`src/lfs_pkg.sv`:
```
/*
  shared constants and carriers for the led driver fault supervisor.
  assumes a single switching-oscillator clock of 20 MHz.
*/
package lfs_pkg;

  // ----------------------------------------------------------------
  // timing
  // ----------------------------------------------------------------
  localparam int unsigned CLK_PERIOD_NS     = 50;
  localparam int unsigned SHORT_DELAY_CYC   = 2;      // led overcurrent qualify time
  localparam int unsigned HICCUP_SKIP_CYC   = 16000;  // retry interval, switching cycles
  localparam int unsigned HICCUP_CNT_W      = 14;
  localparam int unsigned SHORT_CNT_W       = 2;
  localparam logic [1:0]  SHORT_CNT_ZERO    = 2'h0;
  localparam logic [13:0] HICCUP_CNT_ZERO   = 14'h0;
  localparam int unsigned SYNC_STAGES       = 2;

  // ----------------------------------------------------------------
  // carriers
  // ----------------------------------------------------------------
  // raw comparator levels from the analog front end
  typedef struct packed {
    logic overvoltage;       // output at or above overvoltage level
    logic overvoltageClear;  // output below level minus hysteresis
    logic ledOvercurrent;    // led_sense_pos - led_sense_neg above threshold
    logic switchOvercurrent; // switch current above switch_current_limit
    logic overTemp;          // die above 165 C
    logic overTempClear;     // die below 145 C
    logic supplyLow;         // supply_low_lockout active
    logic regulatorLow;      // internal regulator below 1.4 V
  } lfs_sense_t;

  localparam int unsigned SENSE_W = $bits(lfs_sense_t);

  // drive outputs toward the power stage
  typedef struct packed {
    logic gateDrive;         // power switch drive
    logic dimSwitchDrive;    // dimming switch drive
    logic standby;           // device held in standby
    logic compReset;         // compensation node forced to zero
  } lfs_drive_t;

  typedef enum logic [1:0] {
    LFS_TOPO_BOOST     = 2'h0,
    LFS_TOPO_BUCKBOOST = 2'h1,
    LFS_TOPO_SEPIC     = 2'h2,
    LFS_TOPO_BUCK      = 2'h3
  } lfs_topo_t;

  typedef enum logic [1:0] {
    LFS_HIC_RUN  = 2'h0,
    LFS_HIC_SKIP = 2'h1
  } lfs_hic_t;

endpackage

```
`src/lfs_sync.sv`:
```
/*
  two-flop synchroniser bank for comparator levels.
  assumes inputs are asynchronous levels; first stage read only by second.
*/
`timescale 1ns/1ps
module lfs_sync #(
  parameter int unsigned WIDTH = 8
) (
  // clock and reset
  input  wire logic             core_clk,
  input  wire logic             rstSyncN,
  // data
  input  wire logic [WIDTH-1:0] asyncIn,
  output logic      [WIDTH-1:0] syncOut
);
  import lfs_pkg::*;

  logic [WIDTH-1:0] stage1_reg;
  logic [WIDTH-1:0] stage2_reg;

  always_ff @(posedge core_clk or negedge rstSyncN) begin
    if (!rstSyncN) begin
      stage1_reg <= '0;
      stage2_reg <= '0;
    end else begin
      stage1_reg <= asyncIn;
      stage2_reg <= stage1_reg;
    end
  end

  assign syncOut = stage2_reg;
endmodule

```
`src/lfs_fault_supervisor.sv`:
```
/*
  fault supervisor for a switching led current controller: gates the
  power and dimming switch drives, standby and compensation reset, runs the
  led-short hiccup timer and drives an open-drain fault flag.
  assumes core_clk is the switching oscillator and the comparators are
  analog levels synchronised here.
*/
`timescale 1ns/1ps
module lfs_fault_supervisor (
  // clock and reset
  input  wire logic               core_clk,
  input  wire logic               rstn,
  // configuration and requests
  input  wire lfs_pkg::lfs_topo_t topology,
  input  wire logic               gateRequest,
  input  wire logic               dimRequest,
  // comparator levels
  input  wire lfs_pkg::lfs_sense_t sense,
  // power stage
  output lfs_pkg::lfs_drive_t     drive,
  // open-drain fault flag
  input  wire logic               faultFlagIn,
  output logic                    faultFlagOut,
  output logic                    faultFlagOe
);
  import lfs_pkg::*;

  // ----------------------------------------------------------------
  // reset release
  // ----------------------------------------------------------------
  logic rstMeta_reg;
  logic rstSyncN;

  always_ff @(posedge core_clk or negedge rstn) begin
    if (!rstn) begin
      rstMeta_reg <= 1'b0;
      rstSyncN    <= 1'b0;
    end else begin
      rstMeta_reg <= 1'b1;
      rstSyncN    <= rstMeta_reg;
    end
  end

  // ----------------------------------------------------------------
  // comparator synchronisation
  // ----------------------------------------------------------------
  lfs_sense_t senseSync;
  logic [SENSE_W-1:0] senseSyncBits;

  lfs_sync #(
    .WIDTH (SENSE_W)
  ) u_sync (
    .core_clk (core_clk),
    .rstSyncN (rstSyncN),
    .asyncIn  (sense),
    .syncOut  (senseSyncBits)
  );

  assign senseSync = lfs_sense_t'(senseSyncBits);

  // flag faultFlagIn is only observed by the host; a shared line may be
  // pulled low by a neighbour, which must not affect this device
  logic unusedFlagIn;
  assign unusedFlagIn = faultFlagIn;

  // ----------------------------------------------------------------
  // latched fault state
  // ----------------------------------------------------------------
  logic ovLatch_reg;
  logic ovLatch_next;
  logic otLatch_reg;
  logic otLatch_next;

  always_comb begin
    ovLatch_next = ovLatch_reg;
    if (senseSync.overvoltage) begin
      ovLatch_next = 1'b1;
    end else if (senseSync.overvoltageClear) begin
      ovLatch_next = 1'b0;
    end
    otLatch_next = otLatch_reg;
    if (senseSync.overTemp) begin
      otLatch_next = 1'b1;
    end else if (senseSync.overTempClear) begin
      otLatch_next = 1'b0;
    end
  end

  always_ff @(posedge core_clk or negedge rstSyncN) begin
    if (!rstSyncN) begin
      ovLatch_reg <= 1'b0;
      otLatch_reg <= 1'b0;
    end else begin
      ovLatch_reg <= ovLatch_next;
      otLatch_reg <= otLatch_next;
    end
  end

  // ----------------------------------------------------------------
  // led short hiccup
  // ----------------------------------------------------------------
  lfs_hic_t                hicState_reg;
  lfs_hic_t                hicState_next;
  logic [SHORT_CNT_W-1:0]  shortCnt_reg;
  logic [SHORT_CNT_W-1:0]  shortCnt_next;
  logic [HICCUP_CNT_W-1:0] hicCnt_reg;
  logic [HICCUP_CNT_W-1:0] hicCnt_next;
  logic                    boostMode;

  assign boostMode = (topology == LFS_TOPO_BOOST);

  always_comb begin
    hicState_next = hicState_reg;
    shortCnt_next = SHORT_CNT_ZERO;
    hicCnt_next   = hicCnt_reg;
    unique case (hicState_reg)
      LFS_HIC_RUN: begin
        // other topologies keep the short under loop regulation
        if (boostMode && senseSync.ledOvercurrent) begin
          shortCnt_next = shortCnt_reg + SHORT_CNT_W'(1);
          if (shortCnt_reg == SHORT_CNT_W'(SHORT_DELAY_CYC - 1)) begin
            hicState_next = LFS_HIC_SKIP;
            hicCnt_next   = HICCUP_CNT_ZERO;
            shortCnt_next = SHORT_CNT_ZERO;
          end
        end
      end
      LFS_HIC_SKIP: begin
        hicCnt_next = hicCnt_reg + HICCUP_CNT_W'(1);
        if (hicCnt_reg == HICCUP_CNT_W'(HICCUP_SKIP_CYC - 1)) begin
          // retry; a persisting short re-qualifies and skips again
          hicState_next = LFS_HIC_RUN;
          hicCnt_next   = HICCUP_CNT_ZERO;
        end
      end
      // unused codes fall back to regulation rather than sticking
      default: begin
        hicState_next = LFS_HIC_RUN;
        hicCnt_next   = HICCUP_CNT_ZERO;
      end
    endcase
  end

  always_ff @(posedge core_clk or negedge rstSyncN) begin
    if (!rstSyncN) begin
      hicState_reg <= LFS_HIC_RUN;
      shortCnt_reg <= SHORT_CNT_ZERO;
      hicCnt_reg   <= HICCUP_CNT_ZERO;
    end else begin
      hicState_reg <= hicState_next;
      shortCnt_reg <= shortCnt_next;
      hicCnt_reg   <= hicCnt_next;
    end
  end

  // ----------------------------------------------------------------
  // cycle-by-cycle current limit
  // ----------------------------------------------------------------
  // core_clk is the switching cycle, so a trip blanks the gate from the cycle after
  // detection and holds it off for as long as the synchronised switchOvercurrent stays high
  logic curLimit_reg;
  logic curLimit_next;

  always_comb begin
    curLimit_next = senseSync.switchOvercurrent;
  end

  always_ff @(posedge core_clk or negedge rstSyncN) begin
    if (!rstSyncN) begin
      curLimit_reg <= 1'b0;
    end else begin
      curLimit_reg <= curLimit_next;
    end
  end

  // ----------------------------------------------------------------
  // output drives
  // ----------------------------------------------------------------
  lfs_drive_t drive_reg;
  lfs_drive_t drive_next;
  logic       faultOe_reg;
  logic       faultOe_next;
  logic       hicSkip;
  logic       shutdown;
  logic       reported;

  assign hicSkip  = (hicState_next == LFS_HIC_SKIP);
  // next-state terms so a fresh fault reaches the pins one edge later
  assign shutdown = ovLatch_next | otLatch_next | senseSync.supplyLow
                  | senseSync.regulatorLow | hicSkip;
  assign reported = ovLatch_next | otLatch_next | senseSync.regulatorLow | hicSkip;

  always_comb begin
    drive_next.gateDrive      = gateRequest & ~shutdown & ~curLimit_next;
    drive_next.dimSwitchDrive = dimRequest & ~ovLatch_next & ~hicSkip
                              & ~senseSync.supplyLow;
    drive_next.standby        = ovLatch_next | otLatch_next | senseSync.supplyLow
                              | senseSync.regulatorLow;
    drive_next.compReset      = shutdown;
    // supply low alone leaves the flag released
    faultOe_next              = reported;
  end

  always_ff @(posedge core_clk or negedge rstSyncN) begin
    if (!rstSyncN) begin
      drive_reg   <= '0;
      faultOe_reg <= 1'b0;
    end else begin
      drive_reg   <= drive_next;
      faultOe_reg <= faultOe_next;
    end
  end

  assign drive        = drive_reg;
  assign faultFlagOe  = faultOe_reg;
  assign faultFlagOut = 1'b0;
endmodule

```
`config.mk`:
```
export PLATFORM = sky130hd
export DESIGN_NAME = lfs_fault_supervisor
export DESIGN_NICKNAME = d
export VERILOG_FILES = /design/src/lfs_pkg.sv /design/src/lfs_sync.sv /design/src/lfs_fault_supervisor.sv
export SDC_FILE = /design/constraint.sdc
export NUM_CORES = 1
export LEC_CHECK = 0
export BUFFER_PORTS_ARGS = -buffer_cell sky130_fd_sc_hd__buf_4
export CAP_MARGIN = 0
export CELL_PAD_IN_SITES_DETAIL_PLACEMENT = 1
export CELL_PAD_IN_SITES_GLOBAL_PLACEMENT = 2
export CORE_UTILIZATION = 36
export CTS_BUF_LIST = sky130_fd_sc_hd__clkbuf_8
export DETAILED_ROUTE_END_ITERATION = 10
export PLACE_DENSITY = 0.83
export REMOVE_ABC_BUFFERS = 1
export SLEW_MARGIN = 40
export SYNTH_ARGS = -nofsm -noshare
export SYNTH_HDL_FRONTEND = slang
export SYNTH_SLANG_ARGS = --single-unit
```
`constraint.sdc`:
```
create_clock -name core_clk -period 1.16 [get_ports core_clk]
set_input_delay 0.174 -clock core_clk [delete_from_list [all_inputs] [get_ports core_clk]]
set_output_delay 0.174 -clock core_clk [all_outputs]
set_load 0.005 [all_outputs]
```
==> metrics.txt <==
status=finished with violations; violated checks=design-rule violations, negative setup slack; CP max-delay cell=dfrtp_1; Hold WC Path Type=reg -> async; Clock Tree Root=clkbuf_8; area of the multi-input gates=691 sq um; Residual DRC=2; htree depth=2; worst slack, placed=-0.576 ns; global-route wire length before repair=7.06 mm; Nets=220; leakage=1.10 nW; FMAX=612 MHz; overall global routing resource usage=0.192; worst vdd ir=0.839 mV; initial antenna violation count=0; register area share after synthesis=0.638; clk_lat worst skew=0.30 ns; post-synth cell types=41; Core Box Area=around 0.0044 sq mm; Post-Synth Adder-Cell Area=0.00741; Mapped Area=0.00169 sq mm; CTS Sinks=between 40 and 50; Via density=approximately 5.2; post-synthesis mux area share=0; grt total ovfl=0; Port Buffers=18; Antenna Cells=0; Final Util=0.568; vias in the first global route=1,497; total I/O pin count=21; Area Growth Syn to Fin=49.7%; fillers=446; TNS Setup=-7.55 ns; Num CTS Buffers=5; DP Wirelength=between 2 and 3 mm; CP top delay family=simple AND/OR/NAND/NOR gates; Yosys warnings=0; Worst path depth=4; part of the cycle the worst path needs=1.41; GPL Wtd Cong=between 0.7 and 0.8; critical path data arrival time=1.83 ns; Startpoint Class=flip-flop; Starting Density=0.380; Synth Area in Simple Gates=0.199; Clock Skew=0.00644 ns; fin crit period=1.63 ns; Max stage delay on crit path=0.43 ns; crit-path cells=or3b_1 > or4_4 > a32oi_1 > nor2_1; layout cell share with drive strength beyond 1=0.463; Worst Path Required=1.35 ns; Post-Synth XOR/XNOR Area=0.00519; CP Capture Type=flip-flop; R2R depth=4; synthesized area per cell=about 13 sq um; final hold vios=0; RSZ-0062 raised after global routing=true; Die Span Y=70.5 um; MaxCap Viol Count=0; largest net degree at the start of global routing=39; max reg flops=14; final worst slack=-0.474 ns; Die ar.=just under 0.005 sq mm; final wirelength=4.12 mm; Avg WL per Cell=16.0 um; TritonCTS clock tree=done; DR iter-0 viols=43; FP Rows=24; most frequent cells in the layout=buf_4 (54), dfrtp_1 (40), a21oi_1 (10); Synth Instances=~130; first-pass iteration count of the detailed router=6; post-route antenna net violation count=0; largest family of logic cells by synthesized area=simple AND/OR/NAND/NOR gates; commonest non-fill, non-tap cell in the layout=buf_4; Seq. cell area=~0.0011 sq mm; via count=~1,300; Slew Viols, Final=0; die width=70.5 um; power per cell area=between 1000 and 1500 mW/mm^2; Yosys reg bits=43; Buf/Inv on CP=0; Compound-Gate Fraction of Synth Area=0.119; CP Class=reg -> reg; maximum root-to-sink buffer count=2; final setup fails=22; CTS clock-pin slew for the worst setup and hold paths=0.08 ns; crit-path max FO=5
==> layout make-up <==
type                    count  share of cell area
inverters                   4             0.00594
clock buffers               5              0.0272
multi-input cells          81               0.273
clock inverters             3              0.0104
repair buffers             69               0.230
well taps                  52              0.0258
flip-flops and latches     43               0.427
==> metal layers <==
layer | vias up | wire (um) | track usage
met4 | 0 | 20 | 0.0612
met3 | 2 | 105 | 0.0519
met1 | 684 | 1620 | 0.209
li1 | 629 | - | -
met5 | - | 0 | 0
met2 | 22 | 2370 | 0.357
==> path summary, 6_finish.rpt <==
check	startpoint	end	slack [ns]
worst min register to register	rstSyncN$_DFF_PN0_	hicState_reg[1]$_DFF_PN0_	0.09
worst max register to register	hicCnt_reg[7]$_DFFE_PN0P_	hicCnt_reg[1]$_DFFE_PN0P_	-0.47
worst min-delay path	rstSyncN$_DFF_PN0_	hicState_reg[1]$_DFF_PN0_	0.09
min in group core_clk	dimRequest	drive[2]$_DFF_PN0_	0.14
worst max-delay path	hicCnt_reg[7]$_DFFE_PN0P_	hicCnt_reg[1]$_DFFE_PN0P_	-0.47
max in group asynchronous	rstSyncN$_DFF_PN0_	hicCnt_reg[5]$_DFFE_PN0P_	0.61
==> where the power goes <==
group	internal (W)	leakage (nW)	switching, W
combinational	0.000114	0.516	0.0000888
clock	0.000447	0.0495	0.000557
sequential	0.00154	0.530	0.0000215
total	0.00210	1.10	0.000667
==> Yosys cell counts, drive strengths merged <==
cell | number | area, sq um
o41ai | 2 | 17.5
a31o | 1 | 8.76
nand2 | 4 | 15.0
nor3b | 1 | 18.8
nand4bb | 1 | 11.3
o21a | 1 | 7.51
inv | 4 | 15.0
a311o | 1 | 11.3
o21ai | 5 | 25.0
a211oi | 1 | 12.5
nor3 | 1 | 10.0
o31ai | 4 | 30.0
ha | 1 | 12.5
or3 | 5 | 31.3
a21oi | 13 | 65.1
or4 | 7 | 52.6
a21o | 2 | 15.0
or2 | 3 | 18.8
or3b | 1 | 8.76
nor4b | 3 | 26.3
xnor2 | 1 | 8.76
nor4 | 1 | 21.3
nor2b | 1 | 6.26
nand3 | 4 | 25.0
nor2 | 4 | 15.0
clkbuf | 2 | 8.75
buf | 4 | 22.5
and4 | 1 | 10.0
and2 | 1 | 6.26
or4b | 2 | 20.0
nand4 | 4 | 31.3
nand3b | 1 | 7.51
a32oi | 1 | 8.76
dfrtp | 43 | 1080
conb | 2 | 7.51
==> worst register-to-register path, delay by kind of cell (launching register included) <==
kind            cells  cell delay [ns]
compound gates      1             0.23
flops               1             0.43
simple gates        3             0.87
==> metrics by stage <==
stage | instance area, sq um | instances | total power (W) | hold slack (ns)
after floorplan | 1660 | 128 | 0.00164 | -0.122
after global placement | 2130 | 232 | 0.00173 | -0.0435
final | 2530 | 257 | 0.00277 | 0.0874
after CTS | 2480 | 254 | 0.00281 | 0.0914
after global routing | 2530 | 257 | 0.00290 | 0.104
after detailed placement | 2130 | 232 | 0.00174 | -0.0397
==> cells by family after synthesis <==
kind of cell / Yosys count
buffers and inverters: 10
adders and majority gates: 1
and+or+nand+nor: 45
DFF: 43
AOI/OAI and AO/OA: 31
xor gates and xnor gates: 1
other: 2
==> what timing repair did <==
item,in CTS,in global routing
endpoints found under the setup margin,22,22
hold endpoints to repair,10,0
gates resized for setup,24,6
buffers inserted,5,3
pin swaps,13,9
hold buffers,9,0
Note: power is estimated with default switching activity, not from simulation.
